### config.mk
export PLATFORM = sky130hd
export DESIGN_NAME = system_clock_generation_unit
export DESIGN_NICKNAME = d
export VERILOG_FILES = /design/src/design/tick_divider.v /design/src/design/system_clock_generation_unit.v
export VERILOG_INCLUDE_DIRS = /design/src /design/src/shared
export SDC_FILE = /design/constraint.sdc
export NUM_CORES = 1
export LEC_CHECK = 0
export ABC_AREA = 1
export BUFFER_PORTS_ARGS = -buffer_cell sky130_fd_sc_hd__buf_2
export CORE_MARGIN = 2
export CORE_UTILIZATION = 45
export DETAILED_ROUTE_END_ITERATION = 7
export PLACE_DENSITY_LB_ADDON = 0.1
export SYNTH_ARGS = -nofsm -noshare
export SYNTH_HDL_FRONTEND = slang
export SYNTH_HIERARCHICAL = 1
export SYNTH_SLANG_ARGS = --single-unit
### constraint.sdc
create_clock -name clk -period 1.3 [get_ports clk]
set_input_delay 0.13 -clock clk [delete_from_list [all_inputs] [get_ports clk]]
set_output_delay 0.13 -clock clk [all_outputs]
set_load 0.01 [all_outputs]
### src/shared/sys_clock_regs.vh
`ifndef SYS_CLOCK_REGS_VH
`define SYS_CLOCK_REGS_VH

// ----------------------------------------------------------------------
// reset configuration field widths and bus clock output count
// ----------------------------------------------------------------------
`define SYS_MULT_W 4
`define CORE_PLL_W 7
`define ENG_MULT_W 5
`define BUS_CLK_OUTS 3

// ----------------------------------------------------------------------
// system multiplier decode limits
// ----------------------------------------------------------------------
`define SYS_MULT_MIN 4'h2
`define SYS_MULT_MAX 4'h6

// ----------------------------------------------------------------------
// engine multiplier decode limits
// ----------------------------------------------------------------------
`define ENG_MULT_MIN 5'h02
`define ENG_MULT_MAX 5'h08

// ----------------------------------------------------------------------
// unit clock ratio codes (code equals divisor)
// ----------------------------------------------------------------------
`define UNIT_OFF 2'h0
`define UNIT_FULL 2'h1
`define UNIT_HALF 2'h2
`define UNIT_THIRD 2'h3

// ----------------------------------------------------------------------
// local bus divide codes
// ----------------------------------------------------------------------
`define LCL_DIV_STOP 2'h0
`define LCL_DIV_2 2'h1
`define LCL_DIV_4 2'h2
`define LCL_DIV_8 2'h3

// ----------------------------------------------------------------------
// reset values
// ----------------------------------------------------------------------
`define BUS_CLK_RESET 3'h0
`define UNIT_RESET 2'h1

`endif

### src/design/tick_divider.v
module tick_divider #(
  parameter WIDTH = 3
) (
  // clock and reset
  input wire clk,
  input wire rst_n,
  input wire clkEn,
  // divide control
  input wire tick,
  input wire [WIDTH-1:0] divisor,
  // result
  output reg pulse
);

  reg [WIDTH-1:0] count_reg;

  // ----------------------------------------------------------------------
  // count ticks, pulse once per divisor ticks; divisor zero stops it
  // ----------------------------------------------------------------------
  always @(posedge clk) begin
    if (!rst_n) begin
      count_reg <= {WIDTH{1'b0}};
      pulse <= 1'b0;
    end else if (clkEn) begin
      if (divisor == {WIDTH{1'b0}}) begin
        count_reg <= {WIDTH{1'b0}};
        pulse <= 1'b0;
      end else if (tick) begin
        if (count_reg >= divisor - {{(WIDTH-1){1'b0}}, 1'b1}) begin
          count_reg <= {WIDTH{1'b0}};
          pulse <= 1'b1;
        end else begin
          count_reg <= count_reg + {{(WIDTH-1){1'b0}}, 1'b1};
          pulse <= 1'b0;
        end
      end else begin
        pulse <= 1'b0;
      end
    end
  end

endmodule // tick_divider

### src/design/system_clock_generation_unit.v
// Overview of operation
// - primary clock from crystal, system or sync-in
// - host mode uses crystal or system clock input
// - divide select picks sync-out full or half
// - host mode drives three bus clock outputs
// - bus clocks held low after reset
// - each bus clock toggles once enabled
// - enabled bus clocks stay phase aligned
// - agent mode uses sync-in, outputs unused
// - system bus ratio: (1+divsel) times multiplier
// - multipliers come from low reset word
// - engine clock: multiply over one plus divide
// - memory clock twice bus, pair halves it
// - local bus clock via divide field
// - local clock half/quarter/eighth, internal 1x/2x
// - four units: off, full, half, third
// - system multiplier codes two..six, engine two..eight, rest reserved
`include "sys_clock_regs.vh"

module system_clock_generation_unit #(
  parameter BUS_OUTS = `BUS_CLK_OUTS
) (
  // clock and reset
  input wire clk,
  input wire rst_n,
  input wire clkEn,
  // clock pins
  input wire crystalInput,
  input wire sysClockInput,
  input wire syncInput,
  // reset straps
  input wire hostModeSelect,
  input wire crystalSourceSelect,
  input wire inputDivideSelect,
  input wire [`SYS_MULT_W-1:0] systemMultiplierField,
  input wire [`CORE_PLL_W-1:0] processorPllField,
  input wire [`ENG_MULT_W-1:0] engineMultiplyField,
  input wire engineDivideField,
  input wire localBusModeBit,
  input wire memoryClockModeBit,
  // run-time control
  input wire [BUS_OUTS-1:0] agentClockOutputEnable,
  input wire [1:0] localClockDivideField,
  input wire [1:0] i2cClockRatio,
  input wire [1:0] sdClockRatio,
  input wire [1:0] usbClockRatio,
  input wire [1:0] dmaClockRatio,
  // clock outputs
  output reg syncOutput,
  output reg [BUS_OUTS-1:0] busClockOutput,
  output reg memoryBusClock,
  output reg memoryBusClockN,
  output reg externalLocalBusClock,
  output reg systemBusTick,
  output reg internalLocalBusTick,
  output wire [3:0] unitClockTick,
  // configuration status
  output reg hostModeActive,
  output reg [3:0] csbToSyncRatio,
  output reg systemMultiplierReserved,
  output reg [`ENG_MULT_W-1:0] engineNumerator,
  output reg [1:0] engineDenominator,
  output reg engineMultiplierReserved,
  output reg [`CORE_PLL_W-1:0] processorPllSetting,
  output reg memoryClockMode
);

  // ----------------------------------------------------------------------
  // pin synchronisers: three stages, a change counts when two and three agree
  // ----------------------------------------------------------------------
  reg [2:0] xtalSync_reg;
  reg [2:0] sysSync_reg;
  reg [2:0] syncInSync_reg;
  reg xtalLevel_reg;
  reg sysLevel_reg;
  reg syncInLevel_reg;

  always @(posedge clk) begin
    if (!rst_n) begin
      xtalSync_reg <= 3'h0;
      sysSync_reg <= 3'h0;
      syncInSync_reg <= 3'h0;
      xtalLevel_reg <= 1'b0;
      sysLevel_reg <= 1'b0;
      syncInLevel_reg <= 1'b0;
    end else if (clkEn) begin
      xtalSync_reg <= {xtalSync_reg[1:0], crystalInput};
      sysSync_reg <= {sysSync_reg[1:0], sysClockInput};
      syncInSync_reg <= {syncInSync_reg[1:0], syncInput};
      if (xtalSync_reg[1] == xtalSync_reg[2]) begin
        xtalLevel_reg <= xtalSync_reg[2];
      end
      if (sysSync_reg[1] == sysSync_reg[2]) begin
        sysLevel_reg <= sysSync_reg[2];
      end
      if (syncInSync_reg[1] == syncInSync_reg[2]) begin
        syncInLevel_reg <= syncInSync_reg[2];
      end
    end
  end

  // ----------------------------------------------------------------------
  // straps caught on the first enabled edge after reset release
  // ----------------------------------------------------------------------
  reg strapTaken_reg;
  reg hostMode_reg;
  reg xtalSel_reg;
  reg divSel_reg;
  reg [`SYS_MULT_W-1:0] sysMult_reg;
  reg [`ENG_MULT_W-1:0] engMult_reg;
  reg engDiv_reg;
  reg lbMode_reg;

  always @(posedge clk) begin
    if (!rst_n) begin
      strapTaken_reg <= 1'b0;
      hostMode_reg <= 1'b0;
      xtalSel_reg <= 1'b0;
      divSel_reg <= 1'b0;
      sysMult_reg <= {`SYS_MULT_W{1'b0}};
      engMult_reg <= {`ENG_MULT_W{1'b0}};
      engDiv_reg <= 1'b0;
      lbMode_reg <= 1'b0;
      processorPllSetting <= {`CORE_PLL_W{1'b0}};
      memoryClockMode <= 1'b0;
    end else if (clkEn && !strapTaken_reg) begin
      // straps are sampled once; later pin changes are ignored
      strapTaken_reg <= 1'b1;
      hostMode_reg <= hostModeSelect;
      xtalSel_reg <= crystalSourceSelect;
      divSel_reg <= inputDivideSelect;
      sysMult_reg <= systemMultiplierField;
      engMult_reg <= engineMultiplyField;
      engDiv_reg <= engineDivideField;
      lbMode_reg <= localBusModeBit;
      processorPllSetting <= processorPllField;
      memoryClockMode <= memoryClockModeBit;
    end
  end

  // ----------------------------------------------------------------------
  // primary clock selection and sync-out generation
  // ----------------------------------------------------------------------
  reg primaryLevel;
  reg primaryPrev_reg;
  reg halfClock_reg;
  reg srcNext;
  reg [BUS_OUTS-1:0] gateEnable_reg;
  wire primaryRise;

  always @* begin
    if (hostMode_reg) begin
      primaryLevel = xtalSel_reg ? xtalLevel_reg : sysLevel_reg;
    end else begin
      primaryLevel = syncInLevel_reg;
    end
  end

  assign primaryRise = primaryLevel & ~primaryPrev_reg;

  always @* begin
    if (!hostMode_reg || !strapTaken_reg) begin
      srcNext = 1'b0;
    end else if (divSel_reg) begin
      srcNext = primaryRise ? ~halfClock_reg : halfClock_reg;
    end else begin
      srcNext = primaryLevel;
    end
  end

  // ----------------------------------------------------------------------
  // bus clock outputs: one shared source, enables move only in low phase
  // ----------------------------------------------------------------------
  always @(posedge clk) begin
    if (!rst_n) begin
      primaryPrev_reg <= 1'b0;
      halfClock_reg <= 1'b0;
      syncOutput <= 1'b0;
      gateEnable_reg <= `BUS_CLK_RESET;
      busClockOutput <= {BUS_OUTS{1'b0}};
    end else if (clkEn) begin
      primaryPrev_reg <= primaryLevel;
      if (primaryRise) begin
        halfClock_reg <= ~halfClock_reg;
      end
      syncOutput <= srcNext;
      if (!srcNext) begin
        // a change taken here starts or ends on a whole period
        gateEnable_reg <= agentClockOutputEnable;
      end
      // every output samples the same source bit, so edges coincide
      busClockOutput <= {BUS_OUTS{srcNext}} & (srcNext ? gateEnable_reg
        : {BUS_OUTS{1'b0}});
    end
  end

  // ----------------------------------------------------------------------
  // derived domains: clk stands for the memory controller clock
  // ----------------------------------------------------------------------
  reg [1:0] lclHalf;
  wire lclPulse;

  always @(posedge clk) begin
    if (!rst_n) begin
      systemBusTick <= 1'b0;
      memoryBusClock <= 1'b0;
      memoryBusClockN <= 1'b1;
      internalLocalBusTick <= 1'b0;
      externalLocalBusClock <= 1'b0;
    end else if (clkEn) begin
      // system bus runs at half the memory controller rate
      systemBusTick <= ~systemBusTick;
      // pair divides the controller clock by two; data moves every clk
      memoryBusClock <= ~memoryBusClock;
      memoryBusClockN <= memoryBusClock;
      // internal local bus clock: 1x or 2x the system bus
      internalLocalBusTick <= lbMode_reg | ~systemBusTick;
      if (localClockDivideField == `LCL_DIV_STOP) begin
        externalLocalBusClock <= 1'b0;
      end else if (lclPulse) begin
        externalLocalBusClock <= ~externalLocalBusClock;
      end
    end
  end

  // half period of the external clock in internal ticks: 1, 2 or 4
  always @* begin
    case (localClockDivideField)
      `LCL_DIV_2: lclHalf = 2'h1;
      `LCL_DIV_4: lclHalf = 2'h2;
      `LCL_DIV_8: lclHalf = 2'h3;
      default: lclHalf = 2'h0;
    endcase
  end

  tick_divider #(
    .WIDTH(3)
  ) localDivider (
    .clk(clk),
    .rst_n(rst_n),
    .clkEn(clkEn),
    .tick(internalLocalBusTick),
    .divisor(lclHalf == 2'h0 ? 3'h0 : (3'h1 << (lclHalf - 2'h1))),
    .pulse(lclPulse)
  );

  // ----------------------------------------------------------------------
  // configurable units; software must set a ratio before using a unit
  // ----------------------------------------------------------------------
  wire [7:0] unitRatios;

  assign unitRatios = {dmaClockRatio, usbClockRatio, sdClockRatio, i2cClockRatio};

  genvar u;
  generate
    for (u = 0; u < 4; u = u + 1) begin : unitDiv
      tick_divider #(
        .WIDTH(2)
      ) unitDivider (
        .clk(clk),
        .rst_n(rst_n),
        .clkEn(clkEn),
        .tick(systemBusTick),
        .divisor(unitRatios[2*u+1:2*u]),
        .pulse(unitClockTick[u])
      );
    end
  endgenerate

  // ----------------------------------------------------------------------
  // ratio decode from the captured reset word
  // ----------------------------------------------------------------------
  always @(posedge clk) begin
    if (!rst_n) begin
      hostModeActive <= 1'b0;
      csbToSyncRatio <= 4'h0;
      systemMultiplierReserved <= 1'b0;
      engineNumerator <= {`ENG_MULT_W{1'b0}};
      engineDenominator <= 2'h1;
      engineMultiplierReserved <= 1'b0;
    end else if (clkEn) begin
      hostModeActive <= hostMode_reg;
      if (sysMult_reg >= `SYS_MULT_MIN && sysMult_reg <= `SYS_MULT_MAX) begin
        // reserved codes report a zero ratio
        csbToSyncRatio <= divSel_reg ? {sysMult_reg[2:0], 1'b0}
          : sysMult_reg;
        systemMultiplierReserved <= 1'b0;
      end else begin
        csbToSyncRatio <= 4'h0;
        systemMultiplierReserved <= strapTaken_reg;
      end
      if (engMult_reg >= `ENG_MULT_MIN && engMult_reg <= `ENG_MULT_MAX) begin
        engineNumerator <= engMult_reg;
        engineMultiplierReserved <= 1'b0;
      end else begin
        engineNumerator <= {`ENG_MULT_W{1'b0}};
        engineMultiplierReserved <= strapTaken_reg;
      end
      engineDenominator <= {1'b0, 1'b1} + {1'b0, engDiv_reg};
    end
  end

  // frequency ceilings are the board's job; nothing here limits them

endmodule // system_clock_generation_unit

# ---- After elaboration in Yosys (flattened, before gate mapping)
# Index checks and enable logic that the tools add are counted.
dict set report totals {
  in_bits 41
  register_bits 79
  word_cells 153
}
dict set report op_classes {
  mux 45
  n_eq_ne 6
  magnitude_cmp 9
  reduce_logical 29
  addsub 12
  bitwise_logic 9
  shift 1
}
# cell count
set op_table {}
lappend op_table {{1-bit 2-to-1 mux} 24}
lappend op_table {{2-bit 2-to-1 mux} 12}
lappend op_table {{2-bit AND reduction} 10}
lappend op_table {{3-bit 2-to-1 mux} 5}
lappend op_table {{2-bit zero test} 6}
lappend op_table {{2-bit nonzero test} 6}
lappend op_table {{2-bit by 1-bit subtractor with 2-bit output (second input constant)} 5}
lappend op_table {{2-bit by 1-bit adder with 2-bit output (second input constant)} 4}
lappend op_table {{2-bit >= comparator} 4}
lappend op_table {{4-bit 2-to-1 mux} 2}
lappend op_table {{1-bit NOT} 6}
lappend op_table {{2-bit case mux with 3 select lines} 1}
lappend op_table {{5-bit by 2-bit >= comparator with 1-bit output (second input constant)} 1}
lappend op_table {{5-bit by 4-bit <= comparator with 1-bit output (second input constant)} 1}
lappend op_table {{5-bit 2-to-1 mux} 1}
lappend op_table {{2-bit == test (second input constant)} 2}
lappend op_table {{4-bit by 2-bit >= comparator with 1-bit output (second input constant)} 1}
lappend op_table {{4-bit by 3-bit <= comparator with 1-bit output (second input constant)} 1}
lappend op_table {{3-bit by 1-bit adder with 3-bit output (second input constant)} 1}
lappend op_table {{3-bit AND} 1}
lappend op_table {{1-bit == test} 3}
lappend op_table {{3-bit >= comparator} 1}
lappend op_table {{1-bit logical AND} 3}
lappend op_table {{3-bit zero test} 1}
lappend op_table {{other kinds (8)} 9}

# ---- Logic depth before layout (Yosys ltp)
dict set report depth {
  depth_word 10
  ltp_mapped 13
}

# ---- By module
# The synthesis kept the hierarchy.
# mod area_each_um2 n_inst cells_per_inst seq_area_each_um2
set modules_own_cells {}
lappend modules_own_cells {system_clock_generation_unit 2397.3 1 305 1261.2}
lappend modules_own_cells {{tick_divider at unitDiv[0].unitDivider ...} 229.0 4 39 60.1}
lappend modules_own_cells {{tick_divider at localDivider} 342.8 1 53 80.1}

# ---- Worst setup path before layout
# Ideal clock, no wire load.
dict set report synth_path {
  path_type {in2reg}
  start {input port localClockDivideField[0]}
  end {register localDivider.count_reg[1]}
  setup_time_ns 0.111
  arrival_ns 1.280
  required_time_ns 1.189
  path_stages 13
  path_buffers 0
  setup_slack_ns -0.091
  cell_sequence {inv_1 nor2_1 inv_1 ha_1 xnor2_1 ha_1 nand2_1 inv_1 nand2_1 nand2_1 nor2_1 nor2_1 nor2_1}
}
dict set report synth_between {
  elab_chain_cells 10
  word_cells_on_any_way 16
  cone_classes {add/sub (2); order compare (1); eq/ne (3); shift (1); mux (5); reduce/logical (4)}
}
# item line_no
set synth_lines {}
lappend synth_lines {{from (decl)} system_clock_generation_unit.v:43} ;# input wire [1:0] localClockDivideField,
lappend synth_lines {{2-bit == test / 2-bit by 1-bit == test with 1-bit output (equally long branches)} system_clock_generation_unit.v:228} ;# case (localClockDivideField)
lappend synth_lines {{2-bit case mux with 3 select lines *} system_clock_generation_unit.v:228}
lappend synth_lines {{2-bit by 1-bit subtractor with 2-bit output} system_clock_generation_unit.v:243} ;# .divisor(lclHalf == 2'h0 ? 3'h0 : (3'h1 << (lclHalf - 2'h1))),
lappend synth_lines {{1-bit by 2-bit << shifter with 3-bit output} system_clock_generation_unit.v:243}
lappend synth_lines {{3-bit 2-to-1 mux *} system_clock_generation_unit.v:243}
lappend synth_lines {{3-bit by 1-bit subtractor with 3-bit output} tick_divider.v:29} ;# if (count_reg >= divisor - {{(WIDTH-1){1'b0}}, 1'b1}) begin
lappend synth_lines {{3-bit >= comparator} tick_divider.v:29}
lappend synth_lines {{3-bit 2-to-1 mux} tick_divider.v:29}
lappend synth_lines {{3-bit 2-to-1 mux} tick_divider.v:28} ;# end else if (tick) begin
lappend synth_lines {{3-bit 2-to-1 mux} tick_divider.v:25} ;# if (divisor == {WIDTH{1'b0}}) begin
lappend synth_lines {{to (signal assigned)} tick_divider.v:26} ;# count_reg <= {WIDTH{1'b0}};
lappend synth_lines {{to (signal assigned)} tick_divider.v:30} ;# count_reg <= {WIDTH{1'b0}};
lappend synth_lines {{to (signal assigned)} tick_divider.v:33} ;# count_reg <= count_reg + {{(WIDTH-1){1'b0}}, 1'b1};
lappend synth_lines {{to (decl)} tick_divider.v:15} ;# reg [WIDTH-1:0] count_reg;
# Every way passes the cells marked *; elsewhere a longest branch is shown, timed or not. The select of a mux whose other input is x is not followed.
# A chain may end at the register's enable or synchronous reset.

# ---- Final worst setup path
dict set report layout_path {
  start {register hostMode_reg}
  end {register gateEnable_reg[2]}
}
dict set report layout_between {
  elab_chain_cells 7
  word_cells_on_any_way 9
  cone_classes {mux (4); bitwise (2); reduce/logical (3)}
}
# item line_no
set layout_lines {}
lappend layout_lines {{from (decl)} system_clock_generation_unit.v:106} ;# reg hostMode_reg;
lappend layout_lines {{from (signal assigned)} system_clock_generation_unit.v:129} ;# hostMode_reg <= hostModeSelect;
lappend layout_lines {{1-bit 2-to-1 mux} system_clock_generation_unit.v:152} ;# if (hostMode_reg) begin
lappend layout_lines {{1-bit AND} system_clock_generation_unit.v:159} ;# assign primaryRise = primaryLevel & ~primaryPrev_reg;
lappend layout_lines {{1-bit 2-to-1 mux} -}
lappend layout_lines {{1-bit 2-to-1 mux} system_clock_generation_unit.v:164} ;# end else if (divSel_reg) begin
lappend layout_lines {{1-bit 2-to-1 mux *} system_clock_generation_unit.v:162} ;# if (!hostMode_reg || !strapTaken_reg) begin
lappend layout_lines {{1-bit NOT (no source line) *} -}
lappend layout_lines {{2-bit AND reduction (no source line) *} -}
lappend layout_lines {{to (signal assigned)} system_clock_generation_unit.v:179} ;# gateEnable_reg <= `BUS_CLK_RESET;
lappend layout_lines {{to (signal assigned)} system_clock_generation_unit.v:189} ;# gateEnable_reg <= agentClockOutputEnable;
lappend layout_lines {{to (decl)} system_clock_generation_unit.v:148} ;# reg [BUS_OUTS-1:0] gateEnable_reg;
# Every way passes the cells marked *; elsewhere a longest branch is shown, timed or not.

==> results.tsv <==
stage	metric	value	unit
global_route	gr-total-overflow	0	
synthesis	yosysWarnings	6	
global_route	grt_use_met1	23.87	%
sta	tightest_slew	0.2992	ns
finish	regArea	1588	um^2
worst_setup_path	critPathTopFamily	simple AND/OR/NAND/NOR gates	
global_route	globalRouteMet2Util	31.67	%
placement	place.gp.congestion	0.7777	
finish	multi_input_area	1779	um^2
pwr	p_per_area	1112	nW/um^2
clock_network	cts_sinks	79	
finish	fin_nets	675	
synthesis	syn_nets	573	
pwr	power	5.196	mW
min_path	hp-class	in2reg	
floorplanning	die_area	8861	um^2
finish	fillCellCount	749	
placement	port_buffers	75	
global_route	grt_usage	19.11	%
worst_setup_path	cp_max_fo	7	
synthesis	seq_area_frac_synth	43.26	%
floorplanning	std_cell_rows	32	
sta	slew-limit-headroom	80.02	%
finish	diodes	0	
sta	fin_setup_tns	0	ns
route	ant_nets	0	
global_route	grt.busiest_layer	met2	
worst_setup_path	cp_data_required_time	1.55	ns
synthesis	synth_top_area_share	43.26	%
synthesis	yosys-top-cells-area	dfxtp_1 (43%), nand2_1 (11%), nor2_1 (7.5%)	
route	drt_iter0_markers	131	
synthesis	ys_seq_elements	79	
clock_network	worst_setup_hold_path_clk_slew	0.09	ns
sta	post-route-min-period	1.257	ns
global_route	grt_pass1_vias	3070	
synthesis	netlist_area	3656	um^2
sta	timing.final.crit_share	96.67	%
route	via_count	3466	
sta	timing.fmax	795.8	MHz
sta	drv_slew	0	
placement	dp_hpwl	5637	um
clock_network	htree_levels	3	
floorplanning	die_w	94.14	um
clock_network	cts_buffers	9	
floorplanning	start_util	46.83	%
clock_network	root_buffer	clkbuf_8	
finish	drive_gt1_share	23.51	%
pwr	p_leak	2.276	nW
synthesis	syn_avg_cell_area	7.113	um^2
finish	largest_reg_flops	8	
worst_setup_path	max_stage_delay	0.35	ns
worst_setup_path	cp-end-kind	flop	
job	cap_violations	0	
global_route	grt_max_degree	31	
pwr	ir_drop	0.6059	mV
route	dr.pass1.iters	4	
route	drc	0	
synthesis	synth.distinct_cells	27	
status	status	finished clean	
finish	syn_to_final_growth	27.79	%
synthesis	synth_cells	514	
sta	rsz0062_at_grt	true	
clock_network	clock_latency	0.35	ns
floorplanning	io_pins	76	
route	wl	8161	um
sta	timing_hold_violations_final	0	
worst_setup_path	worstSetupPathType	reg2reg	
worst_setup_path	cp.arrival	1.51	ns
worst_setup_path	cp_slowest_cell	dfxtp_2	
floorplanning	die_height	94.14	um
global_route	grt_antenna_before_repair	0	
floorplanning	core-area	7807	um^2
clock_network	cts_tree	done	
worst_setup_path	r2r_slack	0.04	ns
global_route	gr-usage-met3	3.291	%
sta	clock_skew	0.009633	ns
route	via_per_inst	4.794	
worst_setup_path	cp_cell_sequence	or2_4, nand4_1, nand3_4, nand2_4, nand3_1, nand2_1, nor2_1	
synthesis	yosysTopAreaCell	dfxtp_1	
global_route	grt_pass1_wl	13500	um
clock_network	cts_buffer_depth	2	
sta	setup_viol	0	
worst_setup_path	critPathBufInv	0	
worst_setup_path	crit_path_start_kind	flop	
route	wl_per_cell	11.29	um
per-layer routing:
layer,routed length (um),vias to the layer above
met1,3775,1565
met4,126,0
met2,3903,69
met3,357,9
li1,-,1823
met5,0,-
cell usage after synthesis (all sizes together):
master  count
nand4       5
nor3        1
clkbuf      6
a311oi      1
o211ai      5
or2         1
dfxtp      79
buf        12
xnor2       1
a21oi      46
xor2        1
inv        76
nand2     116
nand3      22
ha         18
o21ai      45
o21a        1
a21boi      4
nor2       74
tightest hold or removal path, stage by stage:
cell,delay (ns)
buf_2,0.07
nor2_1,0.04
nor2_1,0.10
cells in the final DEF (no fill, tap or decap), drive strengths merged, types with 5 or more instances in the layout:
cell type	netlist	routed
nand2	116	116
buf	12	94
dfxtp	79	79
inv	76	78
nor2	74	74
a21oi	46	46
o21ai	45	45
nand3	22	22
ha	18	18
dlygate4sd3	0	15
clkbuf	6	10
nand4	5	5
o211ai	5	5
metrics by stage:
stage	utilization, %	hold slack (ns)	setup slack, ns	instances	area [um^2]
5_1_grt	59.84	0.02356	-0.03677	723	4672
6_report	59.84	0.01858	0.04335	723	4672
3_5_place_dp	54.04	0.3588	-0.3445	689	4219
2_1_floorplan	-	0.2528	-0.03839	514	3669
4_1_cts	58.38	0.003760	0.03258	720	4558
3_3_place_gp	54.04	0.3509	-0.2781	689	4219
cells by family (layout without fill, tap and decap cells):
family / Yosys count / after routing / share of synthesized area [%]
AOI/OAI and AO/OA: 102 / 102 / 15.26
xor gates and xnor gates: 2 / 2 / 0.4792
adders and majority gates: 18 / 18 / 6.160
buffers and inverters: 94 / 201 / 10.13
DFF: 79 / 79 / 43.26
and+or+nand+nor: 219 / 219 / 24.71
area by class of cell:
| type | count | share of cell area, % |
|---|---|---|
| Multi-Input combinational cell | 341 | 38.08 |
| Sequential cell | 79 | 33.98 |
| Timing Repair Buffer | 109 | 14.84 |
| Inverter | 76 | 6.320 |
| Clock buffer | 10 | 2.946 |
| Tap cell | 102 | 2.732 |
| Clock inverter | 6 | 1.098 |
final timing paths:
| path | startpoint | end | depth (start not counted) |
|---|---|---|---|
| hold reg to reg | engineNumerator[4]$_SDFFE_PN0P_ | engineNumerator[4]$_SDFFE_PN0P_ | 2 |
| setup / recovery | hostMode_reg$_SDFFE_PN0P_ | gateEnable_reg[2]$_SDFFE_PN0P_ | 7 |
| hold / removal | engineMultiplyField[2] | engMult_reg[2]$_SDFFE_PN0P_ | 3 |
| setup reg to reg | hostMode_reg$_SDFFE_PN0P_ | gateEnable_reg[2]$_SDFFE_PN0P_ | 7 |
power by group:
group          internal (mW)  switching, mW  total, mW
Combinational          0.370          0.479      0.849
Clock                  0.769          0.946       1.71
Sequential              2.55         0.0820       2.63
Total                   3.69           1.51       5.20
timing repair:
action	CTS	global route
endpoints found under the setup margin	0	10
hold buffers	15	0
buffers inserted	0	3
resized for setup	0	27
endpoints found under the hold margin	15	0
Note: power is estimated with default switching activity, not from simulation.
